==> src/hdl/lrpf_map.vh <==
// Purpose: Constants for the link receive phase FIFO.
// Assumes: Included by the receive module by bare name; the FIFO module does not include it.
// Notes: Timing counts are in core clock cycles at 40 MHz.
`ifndef LRPF_MAP_VH
`define LRPF_MAP_VH
// ----------------------------------------
// Widths and depths
// ----------------------------------------
`define LRPF_LINK_W 8
`define LRPF_WORD_W 9
`define LRPF_LINE_BYTES 4
`define LRPF_LINE_W 32
`define LRPF_RING_DEPTH 16
`define LRPF_RING_AW 4
`define LRPF_OUT_DEPTH 8
`define LRPF_OUT_AW 3
// ----------------------------------------
// Pointer placement and clocking modes
// ----------------------------------------
`define LRPF_INIT_OFFSET 4'h8
`define LRPF_MIN_SEP 4'h5
`define LRPF_MAX_SEP 4'hB
`define LRPF_MODE_SYNC 1'b0
`define LRPF_MODE_PSEUDO 1'b1
`endif

==> src/hdl/lrpf_fifo.v <==
// Purpose: Small synchronous FIFO with valid and ready on both sides.
// Assumes: One clock, synchronous active-high reset.
// Notes: Depth must be a power of two matching the address width.
`timescale 1ns/10ps
`default_nettype none
module lrpf_fifo #(
	parameter WIDTH = 32,
	parameter DEPTH = 8,
	parameter AW = 3
) (
	input wire sys_clk_i,
	input wire srst_i,
	input wire in_valid_i,
	output wire in_ready_o,
	input wire [WIDTH-1:0] in_data_i,
	output wire out_valid_o,
	input wire out_ready_i,
	output wire [WIDTH-1:0] out_data_o
);
	reg [WIDTH-1:0] mem_q [0:DEPTH-1];
	reg [AW:0] wr_q;
	reg [AW:0] rd_q;
	wire full;
	wire empty;

	// ----------------------------------------
	// Status
	// ----------------------------------------
	// An extra pointer bit tells full from empty honestly.
	assign empty = (wr_q == rd_q);
	assign full = (wr_q[AW-1:0] == rd_q[AW-1:0]) && (wr_q[AW] != rd_q[AW]);
	assign in_ready_o = ~full;
	assign out_valid_o = ~empty;
	assign out_data_o = mem_q[rd_q[AW-1:0]];

	// Pointer and storage update.
	always @(posedge sys_clk_i)
	begin
		if (srst_i)
		begin
			wr_q <= {(AW+1){1'b0}};
			rd_q <= {(AW+1){1'b0}};
		end
		else
		begin
			if (in_valid_i && !full)
			begin
				mem_q[wr_q[AW-1:0]] <= in_data_i;
				wr_q <= wr_q + 1'b1;
			end
			if (out_ready_i && !empty)
				rd_q <= rd_q + 1'b1;
		end
	end
endmodule
`default_nettype wire

==> src/hdl/lrpf_rx.v <==
// Purpose: Receive phase FIFO moving link words from the forwarded clock into the core clock.
// Assumes: Forwarded clock is far slower than the core clock; it is sampled, not used as a clock.
// Notes: Ring is written on forwarded clock edges, read by core logic at a set pointer distance.
`timescale 1ns/10ps
`default_nettype none
`include "lrpf_map.vh"
module lrpf_rx #(
	parameter RING_DEPTH = `LRPF_RING_DEPTH,
	parameter [`LRPF_RING_AW-1:0] INIT_OFFSET = `LRPF_INIT_OFFSET
) (
	input wire sys_clk_i,
	input wire srst_i,
	input wire link_init_i,
	input wire clk_mode_i,
	input wire forwarded_clock_input_i,
	input wire [`LRPF_LINK_W-1:0] link_data_input_i,
	input wire link_control_input_i,
	output wire line_valid_o,
	input wire line_ready_i,
	output wire [`LRPF_LINE_W-1:0] line_data_o,
	output wire [`LRPF_LINE_BYTES-1:0] line_ctl_o,
	output wire running_o,
	output reg overrun_o
);
	localparam AW = `LRPF_RING_AW;
	localparam ST_IDLE = 2'b00;
	localparam ST_WAIT_LOW = 2'b01;
	localparam ST_RUN = 2'b10;

	reg clk_s1_q;
	reg [`LRPF_WORD_W-1:0] word_s1_q;
	reg [`LRPF_WORD_W-1:0] word_s2_q;
	reg clk_s2_q;
	reg clk_s3_q;
	reg [`LRPF_WORD_W-1:0] ring_q [0:RING_DEPTH-1];
	reg [AW-1:0] wr_q;
	reg [AW-1:0] rd_q;
	reg [1:0] state_q;
	reg [1:0] state_d;
	reg [1:0] lane_q;
	reg [`LRPF_LINE_W-1:0] acc_q;
	reg [`LRPF_LINE_BYTES-1:0] acc_ctl_q;
	reg push_q;
	wire link_edge;
	wire [AW-1:0] sep;
	wire rd_ok;
	wire fifo_ready;
	wire do_read;
	wire read_slot;
	integer i;

	// Distance from the write pointer back to the read pointer, modulo the ring.
	function [AW-1:0] ptr_dist;
		input [AW-1:0] a;
		input [AW-1:0] b;
		begin
			ptr_dist = a - b;
		end
	endfunction

	// ----------------------------------------
	// Pin sampling
	// ----------------------------------------
	// Two flops before any logic looks at the forwarded clock or the lanes.
	// The third clock flop only feeds the edge detector; no logic reads a first-stage flop.
	always @(posedge sys_clk_i)
	begin
		if (srst_i)
		begin
			clk_s1_q <= 1'b0;
			clk_s2_q <= 1'b0;
			clk_s3_q <= 1'b0;
			word_s1_q <= {`LRPF_WORD_W{1'b0}};
			word_s2_q <= {`LRPF_WORD_W{1'b0}};
		end
		else
		begin
			clk_s1_q <= forwarded_clock_input_i;
			clk_s2_q <= clk_s1_q;
			clk_s3_q <= clk_s2_q;
			word_s1_q <= {link_control_input_i, link_data_input_i};
			word_s2_q <= word_s1_q;
		end
	end

	// Rising edge of the sampled forwarded clock is the write strobe. Data lag matches clock lag.
	assign link_edge = clk_s2_q & ~clk_s3_q;

	// ----------------------------------------
	// Write side
	// ----------------------------------------
	// The write pointer restarts at link init; every forwarded edge writes one word.
	// The ring is cleared at the same time. The first reads after start land on slots
	// that hold nothing from this session; they must read as idle fill, not as stale
	// bytes of an earlier session or as unknown values.
	always @(posedge sys_clk_i)
	begin
		if (srst_i || link_init_i)
		begin
			wr_q <= {AW{1'b0}};
			for (i = 0; i < RING_DEPTH; i = i + 1)
				ring_q[i] <= {`LRPF_WORD_W{1'b0}};
		end
		else if (link_edge)
		begin
			ring_q[wr_q] <= word_s2_q;
			wr_q <= wr_q + 1'b1;
		end
	end

	// ----------------------------------------
	// Read pointer control
	// ----------------------------------------
	assign sep = ptr_dist(wr_q, rd_q);
	// In pseudo mode reading needs the minimum stable distance and a short gap stalls the read; sync mode skips the check.
	assign rd_ok = (clk_mode_i == `LRPF_MODE_SYNC) ? 1'b1 : (sep >= `LRPF_MIN_SEP);
	// Synchronous mode reads once per forwarded edge, so the start distance holds unless the output FIFO stalls a read.
	// Pseudo mode lets the core read on any cycle; the distance check then holds the
	// pointer back between link words, which is the periodic stall.
	assign read_slot = (clk_mode_i == `LRPF_MODE_SYNC) ? link_edge : 1'b1;
	assign do_read = (state_q == ST_RUN) && read_slot && rd_ok && fifo_ready;

	// Start waits until lanes read low in the core domain.
	always @*
	begin
		state_d = state_q;
		case (state_q)
			ST_IDLE: if (link_init_i) state_d = ST_WAIT_LOW;
			ST_WAIT_LOW: if (word_s2_q == {`LRPF_WORD_W{1'b0}} && link_edge) state_d = ST_RUN;
			ST_RUN: if (link_init_i) state_d = ST_WAIT_LOW;
			default: state_d = ST_IDLE;
		endcase
	end

	// The read pointer sits INIT_OFFSET behind the write pointer, meeting both distances at once.
	always @(posedge sys_clk_i)
	begin
		if (srst_i)
		begin
			state_q <= ST_IDLE;
			rd_q <= {AW{1'b0}};
		end
		else
		begin
			state_q <= state_d;
			if (state_q == ST_WAIT_LOW && state_d == ST_RUN)
				rd_q <= wr_q - INIT_OFFSET + 1'b1;
			else if (do_read)
				rd_q <= rd_q + 1'b1;
		end
	end

	// Flag a write edge that finds the distance above LRPF_MAX_SEP; the read side was too slow.
	// The distance wraps at the ring depth, so a stall that laps the ring looks short
	// again; the flag is sticky so that the first crossing is kept.
	always @(posedge sys_clk_i)
	begin
		if (srst_i || link_init_i)
			overrun_o <= 1'b0;
		else if (state_q == ST_RUN && link_edge && sep > `LRPF_MAX_SEP)
			overrun_o <= 1'b1;
	end

	// ----------------------------------------
	// Width conversion
	// ----------------------------------------
	// Bytes gather into a line; the line is pushed only when all lanes are written.
	// Lines do not realign to packet framing: lane 0 is simply the first read after start.
	// The accumulator is not touched while a push waits, since reads need a ready buffer.
	always @(posedge sys_clk_i)
	begin
		if (srst_i || link_init_i)
		begin
			lane_q <= 2'h0;
			push_q <= 1'b0;
			acc_q <= {`LRPF_LINE_W{1'b0}};
			acc_ctl_q <= {`LRPF_LINE_BYTES{1'b0}};
		end
		else
		begin
			if (push_q && fifo_ready)
				push_q <= 1'b0;
			if (do_read)
			begin
				acc_q[lane_q*8 +: 8] <= ring_q[rd_q][`LRPF_LINK_W-1:0];
				acc_ctl_q[lane_q] <= ring_q[rd_q][`LRPF_LINK_W];
				lane_q <= lane_q + 1'b1;
				if (lane_q == 2'h3)
					push_q <= 1'b1;
			end
		end
	end

	// Output FIFO; its ready stalls the read pointer, so back-pressure reaches the ring.
	lrpf_fifo #(
		.WIDTH(`LRPF_LINE_W + `LRPF_LINE_BYTES),
		.DEPTH(`LRPF_OUT_DEPTH),
		.AW(`LRPF_OUT_AW)
	) u_out (
		.sys_clk_i(sys_clk_i),
		.srst_i(srst_i),
		.in_valid_i(push_q),
		.in_ready_o(fifo_ready),
		.in_data_i({acc_ctl_q, acc_q}),
		.out_valid_o(line_valid_o),
		.out_ready_i(line_ready_i),
		.out_data_o({line_ctl_o, line_data_o})
	);

	assign running_o = (state_q == ST_RUN);
endmodule
`default_nettype wire

==> config.mk <==
export PLATFORM = sky130hd
export DESIGN_NAME = lrpf_rx
export DESIGN_NICKNAME = d
export VERILOG_FILES = /design/src/hdl/lrpf_fifo.v /design/src/hdl/lrpf_rx.v
export VERILOG_INCLUDE_DIRS = /design/src /design/src/hdl
export SDC_FILE = /design/constraint.sdc
export NUM_CORES = 1
export LEC_CHECK = 0
export ABC_AREA = 1
export BUFFER_PORTS_ARGS = -buffer_cell sky130_fd_sc_hd__buf_2
export CELL_PAD_IN_SITES_DETAIL_PLACEMENT = 1
export CELL_PAD_IN_SITES_GLOBAL_PLACEMENT = 1
export CORE_AREA = 2 2 213 215
export CTS_CLUSTER_SIZE = 24
export DETAILED_ROUTE_END_ITERATION = 12
export DIE_AREA = 0 0 215 217
export HOLD_SLACK_MARGIN = 0.03
export PLACE_DENSITY_LB_ADDON = 0.1
export REMOVE_ABC_BUFFERS = 1
export SLEW_MARGIN = 5
export SYNTH_ARGS = -nofsm -noshare
export SYNTH_HDL_FRONTEND = slang
export SYNTH_HIERARCHICAL = 1
export SYNTH_SLANG_ARGS = --single-unit
export TNS_END_PERCENT = 20
==> constraint.sdc <==
create_clock -name sys_clk_i -period 3.4 [get_ports sys_clk_i]
set_input_delay 0.34 -clock sys_clk_i [delete_from_list [all_inputs] [get_ports sys_clk_i]]
set_output_delay 0.34 -clock sys_clk_i [all_outputs]
set_load 0.005 [all_outputs]
==> flow_metrics.py <==
metrics = {
    "run_status": {
        "status": "completed",
    },
    "critical_path": {
        "critPathMaxStageDelay_ns": 0.86,
        "crit_arrival_ns": 2.69,
        "worstSetupStartpointType": "flop",
        "path_cells": "clkinv_1, buf_4, nand2_1, nand2_1, buf_2",
        "cp.required_ns": 3.06,
        "end_kind": "primary output",
        "crit_top_cell": "nand2_1",
        "worst-path-max-fanout": 22,
        "crit_type": "reg2out",
        "critPathSlowestCell": "clkinv_1",
    },
    "finish": {
        "nNetsFinal": 2256,
        "final_util_pct": 55.3,
        "num_antenna_cells": 0,
        "layout-drive-gt1-share_pct": 9.13,
        "syn_to_final_growth_pct": 12.4,
    },
    "floorplan": {
        "chipWidth_um": 215,
        "core_sq_um": 44700,
        "ioPinCount": 54,
        "die-area_sq_um": 46700,
        "die_y_um": 217,
        "start_util_pct": 49.2,
        "fp-row-count": 78,
    },
    "timing": {
        "finalHoldViolCount": 0,
        "finalWorstSetupSlack_ns": 0.366,
        "worst_slew_pin_slew_ns": 1.10,
        "min_period_ns": 3.03,
        "fin_skew_ns": 0.0194,
        "finalMaxSlewViolations": 0,
        "fmax_mhz": 330,
        "setup_violations": 0,
        "slew_headroom_pct": 26.4,
        "rsz0062_at_grt": "false",
        "post-route-period-util_pct": 89.2,
    },
    "clocking": {
        "cts_sinks": 518,
        "clk_path_buf_depth": 3,
        "path_clk_slew_ns": 0.06,
        "clock_latency_ns": 0.62,
        "cts_buffers": 54,
        "cts_tree": "yes",
        "cts_htree_levels": 2,
        "post-cts-setup-buffer-count": 0,
        "clock-root-buffer": "clkbuf_16",
    },
    "logic_synthesis": {
        "syn_area_per_cell_sq_um": 10.1,
        "synthMuxAreaShare_pct": 0,
        "synth_fa_ha_area_share_pct": 1.12,
        "yosys_warnings": 6,
        "synth_ff_type": "edfxtp_1",
        "synth.distinct_cells": 38,
        "ys_seq_elements": 518,
        "yosys.area_share.simple_pct": 19.3,
        "synth-xor-area-share_pct": 0.279,
        "synth_top_family_by_area": "simple AND/OR/NAND/NOR gates",
        "synthArstFlopShare_pct": 0,
        "synth_edf_count": 432,
        "syn_inst": 2175,
        "synth_compound_area_share_pct": 6.51,
        "synthesis.area_sq_um": 22000,
        "ys_seq_area_share_pct": 66.8,
    },
    "drt": {
        "wl_per_cell_um": 20.6,
        "drt_wl_total_mm": 59.2,
        "wl_met1_mm": 24.1,
        "top_layer": "met4",
        "route.detailed.drc": 0,
        "via_per_inst": 5.37,
        "ant_nets": 0,
        "vias": 15400,
        "dr.pass1.iters": 5,
        "drt_iter0_markers": 882,
        "dr_wl_met3_mm": 1.89,
        "wl_met2_mm": 31.1,
    },
    "job": {
        "maxCapViolCount": 0,
    },
    "pwr": {
        "power_mw": 13.4,
        "powerDensity_nw_per_um2": 544,
        "ir_worst_vdd_uv": 413,
        "leakage_nw": 9.17,
    },
    "place": {
        "gp_congestion": 0.844,
        "place_ws_ns": 0.875,
        "portBuffers": 53,
        "dp_hpwl_mm": 36.7,
    },
    "grt": {
        "grt_max_degree": 145,
        "grt_pass1_wl_mm": 92.7,
        "grt.total_usage_pct": 25.9,
        "antenna_found_initial": 0,
        "first_global_vias": 16300,
        "gr-total-overflow": 0,
    },
    "hold_path": {
        "worstHoldPathType": "in2reg",
    },
}
what timing repair did:
item                                   CTS  global route
endpoints found under the hold margin   11             0
hold buffers                            11             0
resized for setup                        0             0
stage by stage:
stage / TNS (ns) / hold WS (ns) / cells / area, sq um
3_5_place_dp: 0 / 0.398 / 2755 / 22900
2_1_floorplan: -23.27 / 0.388 / 2070 / 21400
3_3_place_gp: 0 / 0.393 / 2755 / 22900
5_1_grt: 0 / 0.149 / 2868 / 24700
4_1_cts: 0 / 0.0873 / 2868 / 24700
6_report: 0 / 0.117 / 2868 / 24700
registers in the layout (all words and copies together), names as in the netlist, 2 cells and up, named ones only:
name         cells
lane_q           2
rd_q             4
wr_q             4
u_out/mem_q    288
acc_ctl_q        4
ring_q         144
word_s2_q        9
u_out/rd_q       4
acc_q           32
u_out/wr_q       4
word_s1_q        9
state_q          2
worst max-delay path: cells and delay by family (launching register included):
family        cells  cell delay [ns]
buf+inv           3             1.57
flops             1             0.35
simple gates      2             0.16
synthesized netlist by cell type, drive strengths merged (2+ instances only):
master  instances  share of area [%]
ha             18                1.0
o21ai         242                5.5
buf            54                1.6
nand2         392                6.9
o22ai           2              0.057
nand3         145                3.3
xnor2           3               0.12
and2            8               0.23
nand4           7               0.27
edfxtp        432                 59
dfxtp          86                7.8
nor2          485                8.5
a21oi          29               0.66
inv           192                3.3
clkinv         11               0.19
clkbuf         51               0.87
o211ai          4               0.14
xor2            4               0.16
nor3            4               0.14
o221ai          2              0.080
routing by layer:
layer	track usage (%)	vias to the layer above
li1	-	7287
met1	31.1	7727
met2	47.2	280
met3	3.16	114
met4	10.9	0
met5	0	-
area by class of cell:
cell class | count | area (sq um)
clock buffer | 72 | 1480
clock inverter | 30 | 251
fill | 4907 | 20000
inverter | 203 | 767
multi-input combinational | 1349 | 6050
sequential | 518 | 14700
tap | 600 | 751
timing repair buffer | 96 | 716
where the power goes:
group	total, mW	switching, mW	internal (mW)	leakage [nW]
registers	6.94	0.0460	6.89	4.76
clock network	5.77	2.48	3.29	0.842
logic	0.731	0.508	0.223	3.57
final timing paths:
check                           depth (start not counted)       endpoint    startpoint  slack, ns
worst min-delay path                                    4           flop  line_ready_i       0.12
worst min register to register                          2       clk_s2_q      clk_s1_q       0.41
worst max-delay path                                    5  line_ctl_o[3]          flop       0.37
worst max register to register                         12      acc_q[18]       wr_q[0]       0.85
placed cells by master (no fill, tap or decap), types with 13 or more instances in the layout:
cell type,synthesis,layout
buf_4,7,24
dfxtp_1,86,83
a21oi_1,29,29
clkbuf_16,0,55
inv_1,184,184
ha_1,18,18
o21ai_0,173,173
nor2_1,478,470
clkbuf_1,51,13
buf_2,30,53
nand2_1,380,380
edfxtp_1,432,432
o21ai_1,69,69
nand3_1,144,144
clkinv_1,11,19
nor2_4,5,13
logic make-up (layout without fill, tap and decap cells):
kind of cell    after synthesis  after routing
buf+inv                     308            401
compound gates              281            281
xor+xnor                      7              7
fa+ha+maj                    19             19
flops                       518            518
simple gates               1042           1042
Power figures use the tool's default switching activity.
